==> src/core/lbs_pkg.sv <==
package lbs_pkg;
    // Receive-buffer status encoding.
    localparam int BUF_STAT_W = 6;
    localparam int FREE_CNT_W = 8;
    localparam logic [5:0] STAT_SATURATE = 6'h1E;
    // Acknowledgement identifier widths for short and long control symbols.
    localparam int ACKID_W = 6;
    localparam logic [5:0] ACKID_MASK_SHORT = 6'h1F;
    localparam logic [5:0] ACKID_MASK_LONG = 6'h3F;
    localparam int ACKID_LSB = 58;
    // Stream and configuration port widths.
    localparam int TDATA_W = 64;
    localparam int TKEEP_W = 8;
    localparam int TUSER_W = 8;
    localparam int CFG_ADDR_W = 24;
    localparam int CFG_DATA_W = 32;
    localparam int CFG_STRB_W = 4;
    // Configuration space.
    localparam logic [23:0] CTRL_OFFSET = 24'h00_0000;
    localparam logic [23:0] STATUS_OFFSET = 24'h00_0004;
    localparam int CTRL_TX_FC_BIT = 0;
    localparam int CTRL_LONG_SYM_BIT = 1;
    localparam logic [1:0] CTRL_RESET = 2'h0;
    localparam logic [1:0] RESP_OKAY = 2'h0;
    localparam logic [1:0] RESP_SLVERR = 2'h2;
    // Packet CRC.
    localparam logic [15:0] CRC_POLY = 16'h1021;
    localparam logic [15:0] CRC_INIT = 16'hFFFF;
    // Link training settle time.
    localparam int CLK_PERIOD_NS = 10;
    localparam int TRAIN_TIME_NS = 1000;
    localparam int TRAIN_CYCLES = (TRAIN_TIME_NS + CLK_PERIOD_NS - 1) / CLK_PERIOD_NS;
    typedef enum {LINK_DOWN, LINK_TRAINING, LINK_UP} lbs_link_type;
endpackage

==> src/core/lbs_stat_enc.sv <==
`timescale 1ns/1ps
// Encodes the count of free receive locations onto the status bus.
module lbs_stat_enc #(
    parameter int FREE_W = lbs_pkg::FREE_CNT_W
) (
    input wire logic [FREE_W-1:0] free_count,
    output logic [lbs_pkg::BUF_STAT_W-1:0] stat
);
    wire logic saturate;
    assign saturate = free_count > FREE_W'(lbs_pkg::STAT_SATURATE);
    // Values up to 30 never reach all ones in the low five bits nor in the whole bus.
    assign stat = saturate ? lbs_pkg::STAT_SATURATE
                           : lbs_pkg::BUF_STAT_W'(free_count);
endmodule // lbs_stat_enc

==> src/core/lbs_link_buffer.sv <==
`timescale 1ns/1ps
module lbs_link_buffer #(
    parameter int FREE_W = lbs_pkg::FREE_CNT_W,
    parameter int TRAIN_CYC = lbs_pkg::TRAIN_CYCLES
) (
    input wire logic clock,
    input wire logic rst_n,
    input wire logic cfg_reset,
    input wire logic lanes_aligned,
    input wire logic [FREE_W-1:0] rx_free_count,
    output logic [lbs_pkg::BUF_STAT_W-1:0] phy_buf_stat,
    output logic tx_flow_control,
    output logic long_symbol_mode,
    output logic link_up,
    // Outgoing packets from the buffer toward the serial side.
    input wire logic s_txb_tvalid,
    output logic s_txb_tready,
    input wire logic [lbs_pkg::TDATA_W-1:0] s_txb_tdata,
    input wire logic [lbs_pkg::TKEEP_W-1:0] s_txb_tkeep,
    input wire logic s_txb_tlast,
    input wire logic [lbs_pkg::TUSER_W-1:0] s_txb_tuser,
    output logic m_txl_tvalid,
    input wire logic m_txl_tready,
    output logic [lbs_pkg::TDATA_W-1:0] m_txl_tdata,
    output logic [lbs_pkg::TKEEP_W-1:0] m_txl_tkeep,
    output logic m_txl_tlast,
    output logic [lbs_pkg::TUSER_W-1:0] m_txl_tuser,
    // Incoming packets from the serial side toward the buffer.
    input wire logic s_rxl_tvalid,
    output logic s_rxl_tready,
    input wire logic [lbs_pkg::TDATA_W-1:0] s_rxl_tdata,
    input wire logic [lbs_pkg::TKEEP_W-1:0] s_rxl_tkeep,
    input wire logic s_rxl_tlast,
    input wire logic [lbs_pkg::TUSER_W-1:0] s_rxl_tuser,
    output logic m_rxb_tvalid,
    input wire logic m_rxb_tready,
    output logic [lbs_pkg::TDATA_W-1:0] m_rxb_tdata,
    output logic [lbs_pkg::TKEEP_W-1:0] m_rxb_tkeep,
    output logic m_rxb_tlast,
    output logic [lbs_pkg::TUSER_W-1:0] m_rxb_tuser,
    // Configuration port.
    input wire logic s_axi_cfgb_awvalid,
    output logic s_axi_cfgb_awready,
    input wire logic [lbs_pkg::CFG_ADDR_W-1:0] s_axi_cfgb_awaddr,
    input wire logic s_axi_cfgb_wvalid,
    output logic s_axi_cfgb_wready,
    input wire logic [lbs_pkg::CFG_DATA_W-1:0] s_axi_cfgb_wdata,
    input wire logic [lbs_pkg::CFG_STRB_W-1:0] s_axi_cfgb_wstrb,
    output logic s_axi_cfgb_bvalid,
    input wire logic s_axi_cfgb_bready,
    output logic [1:0] s_axi_cfgb_bresp,
    input wire logic s_axi_cfgb_arvalid,
    output logic s_axi_cfgb_arready,
    input wire logic [lbs_pkg::CFG_ADDR_W-1:0] s_axi_cfgb_araddr,
    output logic s_axi_cfgb_rvalid,
    input wire logic s_axi_cfgb_rready,
    output logic [lbs_pkg::CFG_DATA_W-1:0] s_axi_cfgb_rdata,
    output logic [1:0] s_axi_cfgb_rresp
);
    ////////////////////////////////////////////////////////////////////////////////
    function automatic logic [15:0] crc16_beat(input logic [15:0] crc_in,
                                               input logic [63:0] data);
        logic [15:0] crc;
        crc = crc_in;
        for (int i = 63; i >= 0; i--) begin
            crc = crc[15] ^ data[i] ? ({crc[14:0], 1'b0} ^ lbs_pkg::CRC_POLY)
                                    : {crc[14:0], 1'b0};
        end
        return crc;
    endfunction

    ////////////////////////////////////////////////////////////////////////////////
    logic sync_a;
    logic rst_sync_n;
    always_ff @(posedge clock or negedge rst_n) begin
        if (!rst_n) begin
            sync_a <= 1'b0;
            rst_sync_n <= 1'b0;
        end else begin
            sync_a <= 1'b1;
            rst_sync_n <= sync_a;
        end
    end

    ////////////////////////////////////////////////////////////////////////////////
    // Link training: lanes must stay aligned for the settle time.
    lbs_pkg::lbs_link_type link_state;
    lbs_pkg::lbs_link_type next_link_state;
    logic [15:0] train_count;
    wire logic train_done;
    assign train_done = train_count >= 16'(TRAIN_CYC - 1);
    always_comb begin
        case (link_state)
            lbs_pkg::LINK_DOWN: begin
                next_link_state = lanes_aligned ? lbs_pkg::LINK_TRAINING : lbs_pkg::LINK_DOWN;
            end
            lbs_pkg::LINK_TRAINING: begin
                if (!lanes_aligned) begin
                    next_link_state = lbs_pkg::LINK_DOWN;
                end else begin
                    next_link_state = train_done ? lbs_pkg::LINK_UP : lbs_pkg::LINK_TRAINING;
                end
            end
            lbs_pkg::LINK_UP: begin
                next_link_state = lanes_aligned ? lbs_pkg::LINK_UP : lbs_pkg::LINK_DOWN;
            end
            default: begin
                next_link_state = lbs_pkg::LINK_DOWN;
            end
        endcase
    end
    always_ff @(posedge clock or negedge rst_sync_n) begin
        if (!rst_sync_n) begin
            link_state <= lbs_pkg::LINK_DOWN;
            train_count <= 16'h0000;
            link_up <= 1'b0;
        end else begin
            link_state <= next_link_state;
            train_count <= link_state == lbs_pkg::LINK_TRAINING ? train_count + 16'h0001
                                                                 : 16'h0000;
            link_up <= next_link_state == lbs_pkg::LINK_UP;
        end
    end

    ////////////////////////////////////////////////////////////////////////////////
    // Configuration registers and AXI4-Lite slave.
    logic [1:0] ctrl;
    logic [lbs_pkg::ACKID_W-1:0] tx_ackid;
    wire logic wr_take;
    wire logic rd_take;
    wire logic wr_hit;
    wire logic [lbs_pkg::CFG_DATA_W-1:0] rd_value;
    wire logic rd_hit;
    assign wr_take = s_axi_cfgb_awvalid && s_axi_cfgb_wvalid && !s_axi_cfgb_awready
                     && !s_axi_cfgb_bvalid && !cfg_reset;
    assign rd_take = s_axi_cfgb_arvalid && !s_axi_cfgb_arready && !s_axi_cfgb_rvalid
                     && !cfg_reset;
    assign wr_hit = s_axi_cfgb_awaddr == lbs_pkg::CTRL_OFFSET
                    || s_axi_cfgb_awaddr == lbs_pkg::STATUS_OFFSET;
    assign rd_hit = s_axi_cfgb_araddr == lbs_pkg::CTRL_OFFSET
                    || s_axi_cfgb_araddr == lbs_pkg::STATUS_OFFSET;
    assign rd_value = s_axi_cfgb_araddr == lbs_pkg::CTRL_OFFSET ? {30'h0000_0000, ctrl}
                    : {10'h000, tx_ackid, 2'h0, phy_buf_stat, 6'h00, link_up,
                       link_state == lbs_pkg::LINK_TRAINING};
    always_ff @(posedge clock or negedge rst_sync_n) begin
        if (!rst_sync_n) begin
            ctrl <= lbs_pkg::CTRL_RESET;
            s_axi_cfgb_awready <= 1'b0;
            s_axi_cfgb_wready <= 1'b0;
            s_axi_cfgb_bvalid <= 1'b0;
            s_axi_cfgb_bresp <= lbs_pkg::RESP_OKAY;
            s_axi_cfgb_arready <= 1'b0;
            s_axi_cfgb_rvalid <= 1'b0;
            s_axi_cfgb_rdata <= 32'h0000_0000;
            s_axi_cfgb_rresp <= lbs_pkg::RESP_OKAY;
        end else if (cfg_reset) begin
            ctrl <= lbs_pkg::CTRL_RESET;
            s_axi_cfgb_awready <= 1'b0;
            s_axi_cfgb_wready <= 1'b0;
            s_axi_cfgb_bvalid <= 1'b0;
            s_axi_cfgb_arready <= 1'b0;
            s_axi_cfgb_rvalid <= 1'b0;
        end else begin
            s_axi_cfgb_awready <= wr_take;
            s_axi_cfgb_wready <= wr_take;
            s_axi_cfgb_arready <= rd_take;
            if (wr_take && s_axi_cfgb_awaddr == lbs_pkg::CTRL_OFFSET && s_axi_cfgb_wstrb[0]) begin
                ctrl <= s_axi_cfgb_wdata[1:0];
            end
            if (wr_take) begin
                s_axi_cfgb_bvalid <= 1'b1;
                s_axi_cfgb_bresp <= wr_hit ? lbs_pkg::RESP_OKAY : lbs_pkg::RESP_SLVERR;
            end else if (s_axi_cfgb_bready) begin
                s_axi_cfgb_bvalid <= 1'b0;
            end
            if (rd_take) begin
                s_axi_cfgb_rvalid <= 1'b1;
                s_axi_cfgb_rdata <= rd_hit ? rd_value : 32'h0000_0000;
                s_axi_cfgb_rresp <= rd_hit ? lbs_pkg::RESP_OKAY : lbs_pkg::RESP_SLVERR;
            end else if (s_axi_cfgb_rready) begin
                s_axi_cfgb_rvalid <= 1'b0;
            end
        end
    end

    ////////////////////////////////////////////////////////////////////////////////
    // Buffer status toward the link side.
    wire logic [lbs_pkg::BUF_STAT_W-1:0] next_buf_stat;
    lbs_stat_enc #(.FREE_W(FREE_W)) u_stat_enc (
        .free_count(rx_free_count),
        .stat(next_buf_stat)
    );
    always_ff @(posedge clock or negedge rst_sync_n) begin
        if (!rst_sync_n) begin
            phy_buf_stat <= 6'h00;
            tx_flow_control <= 1'b0;
            long_symbol_mode <= 1'b0;
        end else begin
            phy_buf_stat <= next_buf_stat;
            tx_flow_control <= ctrl[lbs_pkg::CTRL_TX_FC_BIT];
            long_symbol_mode <= ctrl[lbs_pkg::CTRL_LONG_SYM_BIT];
        end
    end

    ////////////////////////////////////////////////////////////////////////////////
    // Transmit stream: ackID into the first beat, CRC into the low half-word of the last.
    logic [15:0] tx_crc;
    logic tx_first;
    wire logic tx_take;
    wire logic next_tx_valid;
    wire logic [lbs_pkg::ACKID_W-1:0] ackid_mask;
    wire logic [lbs_pkg::TDATA_W-1:0] tx_stamped;
    wire logic [lbs_pkg::TDATA_W-1:0] tx_crc_data;
    wire logic [15:0] tx_crc_next;
    assign tx_take = s_txb_tvalid && s_txb_tready;
    assign next_tx_valid = tx_take || (m_txl_tvalid && !m_txl_tready);
    assign ackid_mask = long_symbol_mode ? lbs_pkg::ACKID_MASK_LONG
                                         : lbs_pkg::ACKID_MASK_SHORT;
    assign tx_stamped = tx_first ? {tx_ackid & ackid_mask, s_txb_tdata[lbs_pkg::ACKID_LSB-1:0]}
                                 : s_txb_tdata;
    assign tx_crc_data = s_txb_tlast ? {tx_stamped[63:16], 16'h0000} : tx_stamped;
    assign tx_crc_next = crc16_beat(tx_first ? lbs_pkg::CRC_INIT : tx_crc, tx_crc_data);
    always_ff @(posedge clock or negedge rst_sync_n) begin
        if (!rst_sync_n) begin
            s_txb_tready <= 1'b0;
            m_txl_tvalid <= 1'b0;
            m_txl_tdata <= 64'h0000_0000_0000_0000;
            m_txl_tkeep <= 8'h00;
            m_txl_tlast <= 1'b0;
            m_txl_tuser <= 8'h00;
            tx_ackid <= 6'h00;
            tx_crc <= lbs_pkg::CRC_INIT;
            tx_first <= 1'b1;
        end else begin
            s_txb_tready <= link_up && !next_tx_valid;
            m_txl_tvalid <= next_tx_valid;
            if (tx_take) begin
                m_txl_tdata <= s_txb_tlast ? {tx_stamped[63:16], tx_crc_next}
                                           : tx_stamped;
                m_txl_tkeep <= s_txb_tkeep;
                m_txl_tlast <= s_txb_tlast;
                m_txl_tuser <= s_txb_tuser;
                tx_crc <= tx_crc_next;
                tx_first <= s_txb_tlast;
                if (s_txb_tlast) begin
                    tx_ackid <= (tx_ackid + 6'h01) & ackid_mask;
                end
            end
        end
    end

    ////////////////////////////////////////////////////////////////////////////////
    // Receive stream toward the buffer.
    wire logic rx_take;
    wire logic next_rx_valid;
    assign rx_take = s_rxl_tvalid && s_rxl_tready;
    assign next_rx_valid = rx_take || (m_rxb_tvalid && !m_rxb_tready);
    always_ff @(posedge clock or negedge rst_sync_n) begin
        if (!rst_sync_n) begin
            s_rxl_tready <= 1'b0;
            m_rxb_tvalid <= 1'b0;
            m_rxb_tdata <= 64'h0000_0000_0000_0000;
            m_rxb_tkeep <= 8'h00;
            m_rxb_tlast <= 1'b0;
            m_rxb_tuser <= 8'h00;
        end else begin
            s_rxl_tready <= link_up && !next_rx_valid;
            m_rxb_tvalid <= next_rx_valid;
            if (rx_take) begin
                m_rxb_tdata <= s_rxl_tdata;
                m_rxb_tkeep <= s_rxl_tkeep;
                m_rxb_tlast <= s_rxl_tlast;
                m_rxb_tuser <= s_rxl_tuser;
            end
        end
    end
endmodule // lbs_link_buffer

==> config.mk <==
export PLATFORM = sky130hd
export DESIGN_NAME = lbs_link_buffer
export DESIGN_NICKNAME = d
export VERILOG_FILES = /design/src/core/lbs_pkg.sv /design/src/core/lbs_stat_enc.sv /design/src/core/lbs_link_buffer.sv
export SDC_FILE = /design/constraint.sdc
export NUM_CORES = 1
export LEC_CHECK = 0
export ABC_AREA = 1
export ABC_CLOCK_PERIOD_IN_PS = 7200
export BUFFER_PORTS_ARGS = -buffer_cell sky130_fd_sc_hd__buf_2
export CAP_MARGIN = 5
export CORE_AREA = 3 3 186 188
export CTS_CLUSTER_DIAMETER = 150
export DETAILED_ROUTE_END_ITERATION = 7
export DIE_AREA = 0 0 189 191
export PLACE_DENSITY = 0.7
export SLEW_MARGIN = 20
export SYNTH_ARGS = -nofsm -noshare
export SYNTH_HDL_FRONTEND = slang
export SYNTH_HIERARCHICAL = 1
export SYNTH_SLANG_ARGS = --single-unit
==> constraint.sdc <==
create_clock -name clock -period 7.2 [get_ports clock]
set_clock_uncertainty 0.15 [all_clocks]
set_input_delay 1.08 -clock clock [delete_from_list [all_inputs] [get_ports clock]]
set_output_delay 1.08 -clock clock [all_outputs]
set_load 0.02 [all_outputs]
==> results of run 1 <==
## final cells by class
class	count	area, um2
diodes	2	5.00
clock buffers	41	841
clock inverters	7	134
fillers	3233	16300
inverters	197	739
multi-input cells	1172	6510
flip-flops and latches	240	6030
well taps	448	561
repair buffers	433	2190
## cell usage in the layout (no fill, tap or decap), drive strengths merged
cell type	n
nor4	17
diode	2
inv	193
xor2	28
nand3b	8
or4	1
bufinv	3
a211oi	2
ha	2
xnor2	7
nor3b	10
and3	2
o21ai	69
conb	22
nand3	211
clkinvlp	2
or2	3
a32o	8
nand2	579
o31ai	2
buf	433
mux2	81
a31oi	8
nand4	7
a21oi	20
dfstp	17
o221ai	1
o211ai	3
nor3	12
clkinv	6
nor2	69
clkbuf	41
dfrtp	223
## kinds of logic after synthesis
| family | share of synthesized area [%] |
|---|---|
| mux | 6.75 |
| compound gates | 4.71 |
| flops | 44.6 |
| fa+ha+maj | 0.185 |
| other cells | 0.0833 |
| buf+inv | 7.88 |
| xor+xnor | 2.27 |
| simple gates | 33.5 |
## routing by layer
layer | share of wire, % | wire length [um] | global-route usage [%] | vias to the layer above
met5 | 0.15 | 63 | 0 | -
met4 | 2.7 | 1170 | 6.53 | 10
met3 | 7.1 | 3050 | 4.82 | 79
met2 | 48 | 20400 | 39.6 | 445
met1 | 42 | 18100 | 29.1 | 5908
li1 | - | - | - | 6104
## registers in the layout (all words and copies together), names as in the netlist, 2 cells and up
register and cells:
m_rxb_tdata 64, m_txl_tdata 64, train_count 16, tx_crc 16, s_axi_cfgb_rdata 14, m_rxb_tkeep 8, m_rxb_tuser 8, m_txl_tkeep 8
m_txl_tuser 8, phy_buf_stat 6, tx_ackid 6, ctrl 2, link_state 2
## through the flow
stage	utilization, %	hold WS [ns]	setup WS [ns]	instance area [um2]	cells
floorplan	-	0.181	3.04	13600	1669
global placement	48.2	0.186	2.23	16000	2490
detailed placement	48.2	0.190	2.15	16000	2490
CTS	51.1	0.116	2.15	17000	2538
global route	51.1	0.115	1.59	17000	2538
finish	51.1	0.148	2.10	17000	2540
## worst max path at each step
stage,endpoint,depth (start not counted),slack [ns],startpoint
finish,m_txl_tdata[8]$_DFFE_PN0P_,34,2.10,tx_first$_DFFE_PN1P_
global route,m_txl_tdata[14]$_DFFE_PN0P_,37,1.59,tx_first$_DFFE_PN1P_
CTS,m_txl_tdata[7]$_DFFE_PN0P_,39,2.15,tx_first$_DFFE_PN1P_
detailed placement,m_txl_tdata[7]$_DFFE_PN0P_,39,2.15,s_txb_tdata[60]
global placement,m_txl_tdata[14]$_DFFE_PN0P_,37,2.23,s_txb_tdata[60]
floorplan,m_txl_tdata[5]$_DFFE_PN0P_,36,3.04,s_txb_tdata[60]
## critical path, delay by kind of cell, from the launching register on
kind / cells / cell delay (ns)
and+or+nand+nor: 29 / 3.31
DFF: 1 / 0.81
buffers and inverters: 4 / 0.50
xor gates and xnor gates: 1 / 0.20
==> results.cfg, run 1 <==
[global_route]
grt_max_degree = 171
grt_overflow = 0
grt_pass1_wl_mm = 65.7
grtUsageTotal_pct = 22.9
grt_pass1_vias = 12200
antenna_found_initial = 5

[drt]
vias_per_cell = 4.94
detail_route.iter0.violations = 660
final_antenna_net_count = 0
drt-pass1-iter-count = 5
wl_mm = 42.8
via_count = 12500
wl_per_cell_um = 16.8
drc_errors = 0

[layout]
drive_gt1_share_pct = 36.4
final_nets = 2342
area.growth.synth_to_final_pct = 25.8

[worst_hold_path]
min_path_type = input port to asynchronous set/reset pin

[floorplanning]
initial_core_util_pct = 40.6
die_y_um = 191
rows = 67
dieArea_um2 = 36100
die_w_um = 189
core_um2 = 33300
ioPinCount = 483

[clock_network]
cts_max_path_buffers = 3
cts_setup_buffers = 0
htreeDepth = 1
ctsHoldBuffers = 0
clkSlewWorstSetupHoldPaths_ns = 0.06
insertion_delay_ns = 0.56
cts.sinks = 240
cts_resized = 0
cts_tree = yes
cts_inserted_buffers = 29
clockRootBuffer = clkbuf_16

[synth]
seq_area_frac_synth_pct = 44.6
synthTopCellsByCount = nand2_1, dfrtp_1, inv_1, nand3_1, nand2_2
synth_area_leaders = dfrtp_1, nand2_1, mux2_2
ys.flop_type = dfrtp_1
ys_async_sr_fraction_pct = 100
yosysTopAreaCell = dfrtp_1
yosys_warnings = 6
synth-edff-count = 0
synth_area_um2 = 13500
synth_seq_cells = 240
avgSynthCellArea_um2 = 8.19
syn_inst = 1650
yosysMostFrequentCell = nand2_1
synth_cell_types = 42
yosysTopAreaCellShare_pct = 41.3

[worst_setup_path]
reg2reg_depth = 34
arrival_ns = 5.40
crit_type = register to register
slowest_delay_ns = 0.81
worstPathRequired_ns = 7.50
path_max_fanout = 21
r2r-end = m_txl_tdata[8]$_DFFE_PN0P_
crit_top_cell = nand2_1
rr_startpoint = tx_first$_DFFE_PN1P_
cp_slowest_cell = dfstp_2
worst_setup_path_end_kind = register
r2r_slack_ns = 2.10
start_kind = register

[sta]
slew_headroom_pct = 29.5
fmax_mhz = 196
fin_setup_tns_ns = 0
setup_viol = 0
period_minus_slack_ns = 5.10
fin_crit_sh_pct = 70.8
rsz0062_at_grt = no
slew_violations = 0
max_slew.worst_pin.slew_ns = 1.06
hold_viol = 0

[outcome]
status = finished clean

[placement]
io_buffers = 429
gp_congestion = 0.916
dp_hpwl_mm = 33.8

[job]
cap_viol_max_count = 0
Power of run 1 is not shown: default switching activity piles up to over one toggle a cycle in this logic, so the estimate is an artifact.
==> run 2: changes to the inputs <==
--- a/config.mk
+++ b/config.mk
@@ -5,15 +5,14 @@
 export SDC_FILE = /design/constraint.sdc
 export NUM_CORES = 1
 export LEC_CHECK = 0
-export ABC_AREA = 1
-export ABC_CLOCK_PERIOD_IN_PS = 7200
+export ABC_AREA = 0
+export ABC_CLOCK_PERIOD_IN_PS = 5100
 export BUFFER_PORTS_ARGS = -buffer_cell sky130_fd_sc_hd__buf_2
 export CAP_MARGIN = 5
-export CORE_AREA = 3 3 186 188
+export CORE_AREA = 3 3 187 189
 export CTS_CLUSTER_DIAMETER = 150
 export DETAILED_ROUTE_END_ITERATION = 7
-export DIE_AREA = 0 0 189 191
-export PLACE_DENSITY = 0.7
+export DIE_AREA = 0 0 190 192
 export SLEW_MARGIN = 20
 export SYNTH_ARGS = -nofsm -noshare
 export SYNTH_HDL_FRONTEND = slang
==> constraint.sdc (replaced) <==
create_clock -name clock -period 5.1 [get_ports clock]
set_clock_uncertainty 0.15 [all_clocks]
set_input_delay 0.765 -clock clock [delete_from_list [all_inputs] [get_ports clock]]
set_output_delay 0.765 -clock clock [all_outputs]
set_load 0.02 [all_outputs]
==> run 2 against run 1 <==
Compared with the run above: cell count decreased by 22%; fmax increased by 6.2%; worst setup slack got worse by 1.8 ns; critical endpoint is now m_txl_tdata[14]$_DFFE_PN0P_.
==> results.cfg, run 2 <==
[clock_network]
htreeDepth = 1
clockRootBuffer = clkbuf_16
cts_setup_buffers = 0
clkSlewWorstSetupHoldPaths_ns = 0.06
cts_max_path_buffers = 3
insertion_delay_ns = 0.56
cts_inserted_buffers = 28
cts.sinks = 240
cts_tree = yes

[synth]
yosys_warnings = 6
seq_area_frac_synth_pct = 48.7
avgSynthCellArea_um2 = 11.5
ys_async_sr_fraction_pct = 100
synthTopCellsByCount = nand2_1, dfrtp_1, xnor2_1
syn_inst = 1075
synth_area_leaders = dfrtp_1, xnor3_1, xnor2_1
synth_seq_cells = 240
synth_cell_types = 49
yosysTopAreaCell = dfrtp_1
yosysMostFrequentCell = nand2_1
yosysTopAreaCellShare_pct = 45.1
synth-edff-count = 0
synth_area_um2 = 12400
ys.flop_type = dfrtp_1

[drt]
final_antenna_net_count = 0
vias_per_cell = 4.64
via_count = 9236
dr_wl_met2_mm = 17.5
drt-met1-wl_mm = 15.6
drt-pass1-iter-count = 4
detail_route.iter0.violations = 439
wl_per_cell_um = 18.3
dr_wl_met3_mm = 2.66
drc_errors = 0
wl_mm = 36.5
route.top_layer_used = met5

[layout]
layout_commonest_cell = buf_2
mostFrequentLayoutCells = buf_2, nand2_1, dfrtp_1
largestRegisters = m_rxb_tdata (64), m_txl_tdata (64)
fin_area_um2 = 16100
final_nets = 1787
drive_gt1_share_pct = 40.8
area.growth.synth_to_final_pct = 30.2

[placement]
dp_slack_ns = 0.158
gp_congestion = 0.846
place_area_um2 = 15100
dp_hpwl_mm = 28.2
io_buffers = 429

[worst_setup_path]
cp_slowest_cell = dfstp_2
worst_setup_path_end_kind = register
slowest_delay_ns = 0.67
critPathLaunch = tx_first$_DFFE_PN1P_
start_kind = register
path_max_fanout = 23
cp_cell_sequence = buf_12 -> o21a_1 -> xnor3_1 -> xnor2_1 -> xnor3_1 -> xnor2_1 -> xnor3_1 -> xnor3_1 -> xnor2_1 -> xnor3_1 -> a21oi_1 -> a21o_1
arrival_ns = 5.14
rr_startpoint = tx_first$_DFFE_PN1P_
worstPathRequired_ns = 5.44
crit_top_cell = xnor3_1
crit_type = register to register

[floorplanning]
core_um2 = 33400
rows = 67
dieArea_um2 = 36500
ioPinCount = 483
die_w_um = 190
initial_core_util_pct = 37.0
die_y_um = 192

[sta]
rsz0062_at_grt = no
max_slew.worst_pin.slew_ns = 0.863
setup_viol = 0
fin_hold_ws_ns = 0.124
slew_headroom_pct = 42.5
period_minus_slack_ns = 4.80
hold_viol = 0
fmax_mhz = 208
fin_ws_ns = 0.301
fin_crit_sh_pct = 94.1
slew_violations = 0
fin_setup_tns_ns = 0

[global_route]
grt_overflow = 0
antenna_found_initial = 2
grtUsageTotal_pct = 19.1
grt_pass1_wl_mm = 54.0
grt_pass1_vias = 9199
grt_max_degree = 83

[job]
cap_viol_max_count = 0

[worst_hold_path]
min_path_type = register to asynchronous set/reset pin

[outcome]
status = finished clean
run 2: cell types whose count changed in the layout (fill, tap and decap cells not counted), sizes merged, moves of 11 or more:
cell | before | now
nand2 | 579 | 242
a21oi | 20 | 9
inv | 193 | 11
nand3 | 211 | 12
mux2i | 0 | 11
nor2 | 69 | 50
a22o | 0 | 13
xnor2 | 7 | 114
xor2 | 28 | 54
o21ai | 69 | 34
xnor3 | 0 | 53
buf | 433 | 455
run 2: per-layer routing:
metal,track usage (%),vias up
met1,26.4,4475
li1,-,4396
met3,3.67,42
met2,31.5,319
met4,3.81,4
met5,0,-
run 2: cell type report:
| cell class | instances | area, um2 |
|---|---|---|
| Fill cell | 3185 | 17300 |
| Multi-Input combinational cell | 782 | 6080 |
| Sequential cell | 240 | 6030 |
| Timing Repair Buffer | 456 | 2380 |
| Clock buffer | 41 | 850 |
| Tap cell | 448 | 561 |
| Clock inverter | 11 | 163 |
| Inverter | 10 | 37.5 |
| Antenna cell | 1 | 2.50 |
run 2: path summary, 6_finish.rpt:
path | cells after the start | slack (ns) | to
setup / recovery | 12 | 0.30 | m_txl_tdata[14]$_DFFE_PN0P_
hold / removal | 0 | 0.12 | s_axi_cfgb_bvalid$_DFFE_PN0P_
setup reg to reg | 12 | 0.30 | m_txl_tdata[14]$_DFFE_PN0P_
hold reg to reg | 0 | 0.12 | s_axi_cfgb_bvalid$_DFFE_PN0P_
max in group asynchronous | 1 | 3.44 | m_txl_tdata[21]$_DFFE_PN0P_
min in group clock | 0 | 0.20 | rst_sync_n$_DFF_PN0_
run 2: through the flow:
step / util [%] / cells
floorplan: - / 1094
global placement: 45.0 / 1934
detailed placement: 45.0 / 1934
CTS: 48.1 / 1987
global route: 48.2 / 1988
finish: 48.2 / 1989
run 2: kinds of logic after synthesis:
kind of cell,synth area share [%]
simple gates,12.6
flops,48.7
xor+xnor,23.4
mux,8.35
compound gates,3.76
buf+inv,2.88
other cells,0.0910
fa+ha+maj,0.202
run 2: critical path, delay by kind of cell (launching register included):
family	cells	cell delay [ns]
buf+inv	1	0.21
xor+xnor	8	3.19
compound gates	3	0.52
flops	1	0.67
run 2: repair_timing:
action	in CTS	in global routing
hold buffers	1	0
endpoints found under the hold margin	2	0
gates resized for setup	0	0
Power of run 2 is left out for the same reason.
==> run 3: changes to the inputs <==
--- a/config.mk
+++ b/config.mk
@@ -10,9 +10,10 @@
 export BUFFER_PORTS_ARGS = -buffer_cell sky130_fd_sc_hd__buf_2
 export CAP_MARGIN = 5
 export CORE_AREA = 3 3 187 189
-export CTS_CLUSTER_DIAMETER = 150
+export CTS_BUF_LIST = sky130_fd_sc_hd__clkbuf_16
 export DETAILED_ROUTE_END_ITERATION = 7
 export DIE_AREA = 0 0 190 192
+export GPL_TIMING_DRIVEN = 0
 export SLEW_MARGIN = 20
 export SYNTH_ARGS = -nofsm -noshare
 export SYNTH_HDL_FRONTEND = slang
==> run 3 against run 2 <==
Compared with the run above: global-route usage rose by 1.3 points; fmax decreased by 2.4%; largest cell class unchanged; sequential cell count is the same.
==> results.cfg, run 3 (synthesis gave the netlist of run 2 again) <==
[outcome]
status = finished clean

[floorplanning]
dieArea_um2 = 36500
rows = 67
core_um2 = 33400
die_y_um = 192
ioPinCount = 483
die_w_um = 190
initial_core_util_pct = 37.0

[clock_network]
insertion_delay_ns = 0.55
cts_inserted_buffers = 29
cts.sinks = 240
cts_tree = yes
cts_max_path_buffers = 3
htreeDepth = 1
clkSlewWorstSetupHoldPaths_ns = 0.06
clockRootBuffer = clkbuf_16

[layout]
layout_commonest_cell = buf_2
drive_gt1_share_pct = 40.2
fin_area_um2 = 16300
mostFrequentLayoutCells = buf_2, nand2_1, dfrtp_1
largestRegisters = m_rxb_tdata (64), m_txl_tdata (64)
area.growth.synth_to_final_pct = 31.7
final_nets = 1829

[global_route]
grt_pass1_wl_mm = 57.4
grt_overflow = 0
grtUsageTotal_pct = 20.4
grt_pass1_vias = 9587
antenna_found_initial = 5
grt_max_degree = 56

[sta]
setup_viol = 0
slew_violations = 0
period_minus_slack_ns = 4.92
fin_hold_ws_ns = 0.220
max_slew.worst_pin.slew_ns = 0.758
rsz0062_at_grt = no
fmax_mhz = 203
fin_crit_sh_pct = 96.4
hold_viol = 0
slew_headroom_pct = 49.5

[worst_setup_path]
crit_type = register to register
slowest_delay_ns = 0.61
rr_startpoint = tx_first$_DFFE_PN1P_
arrival_ns = 5.16
start_kind = register
r2r_slack_ns = 0.18
crit_end = m_txl_tdata[6]$_DFFE_PN0P_
critPathLaunch = tx_first$_DFFE_PN1P_
cp_slowest_cell = dfstp_2
path_max_fanout = 10
worstPathRequired_ns = 5.34
cp.depth = 12
reg2reg_depth = 12
r2r-end = m_txl_tdata[6]$_DFFE_PN0P_
worst_setup_path_end_kind = register
cp_cell_sequence = buf_2 -> buf_2 -> mux2i_2 -> xnor3_1 -> xnor2_1 -> xnor2_1 -> xnor3_2 -> xnor3_4 -> xor2_4 -> xnor3_1 -> nand2_1 -> a31oi_1
path_delay_family = XOR/XNOR gates
path_buf_inv = 2

[placement]
gp_congestion = 0.885
dp_hpwl_mm = 31.0
io_buffers = 429
place_area_um2 = 15300

[drt]
wl_mm = 38.7
via_count = 9486
drc_errors = 0
drt-pass1-iter-count = 4
final_antenna_net_count = 0
vias_per_cell = 4.67
detail_route.iter0.violations = 314
wl_per_cell_um = 19.0

[job]
cap_viol_max_count = 0

[worst_hold_path]
min_path_type = register to register
-- run 3: cell types whose count changed in the layout (fill, tap and decap cells not counted), sizes merged --
| cell | previous run | this run |
|---|---|---|
| inv | 11 | 16 |
| bufinv | 3 | 2 |
| clkinvlp | 0 | 1 |
| clkbuf | 41 | 66 |
| buf | 455 | 459 |
| clkinv | 7 | 16 |
-- run 3: per-stage QoR --
stage | worst slack (ns) | util (%) | TNS, ns | std cells
6_report | 0.183 | 48.7 | 0 | 2032
5_1_grt | 0.0120 | 48.7 | 0 | 2032
4_1_cts | 0.0424 | 48.4 | 0 | 2030
3_5_place_dp | -0.117 | 45.6 | -0.434 | 1975
3_3_place_gp | -0.629 | 45.3 | -132.85 | 1971
2_1_floorplan | 0.577 | - | 0 | 1094
-- run 3: layer usage --
metal / share of wire, % / vias to the layer above / GRT usage [%] / wire (um)
li1: - / 4488 / - / -
met1: 44 / 4629 / 28.1 / 17100
met2: 48 / 312 / 34.1 / 18500
met3: 6.2 / 49 / 3.83 / 2410
met4: 1.5 / 8 / 3.84 / 588
met5: 0.15 / - / 0 / 57
-- run 3: what timing repair did --
item                       4_1_cts  5_1_grt
cloned                           0        0
buffers inserted                 0        1
hold buffers                     1        0
pin swaps                        0        1
hold endpoints to repair         2        0
setup endpoints to repair        1       15
resized for setup                1       17
-- run 3: worst min path at each step --
stage                     startpoint                          to  slack, ns  cells past startpoint
floorplan           sync_a$_DFF_PN0_        rst_sync_n$_DFF_PN0_       0.18                      0
global placement    sync_a$_DFF_PN0_        rst_sync_n$_DFF_PN0_       0.19                      0
CTS                   s_txb_tkeep[1]  m_txl_tkeep[1]$_DFFE_PN0P_       0.23                      3
global route        sync_a$_DFF_PN0_        rst_sync_n$_DFF_PN0_       0.23                      0
finish              sync_a$_DFF_PN0_        rst_sync_n$_DFF_PN0_       0.22                      0
detailed placement  sync_a$_DFF_PN0_        rst_sync_n$_DFF_PN0_       0.22                      0
-- run 3: worst reg2reg max path, cell delays in order (launching register included) --
cell and delay (ns):
dfstp_2 0.61, buf_2 0.27, buf_2 0.29, mux2i_2 0.44, xnor3_1 0.48, xnor2_1 0.30, xnor2_1 0.23, xnor3_2 0.55
xnor3_4 0.54, xor2_4 0.32, xnor3_1 0.43, nand2_1 0.09, a31oi_1 0.08
-- run 3: final cells by class --
| cell class | instances | area (um2) |
|---|---|---|
| clock inverter | 25 | 181 |
| fill | 3170 | 17100 |
| timing repair buffer | 435 | 2270 |
| multi-input combinational | 782 | 6170 |
| buffer | 62 | 322 |
| clock buffer | 29 | 726 |
| sequential | 240 | 6030 |
| tap | 448 | 561 |
| inverter | 10 | 37.5 |
| antenna | 1 | 2.50 |
Power of run 3 is left out for the same reason.
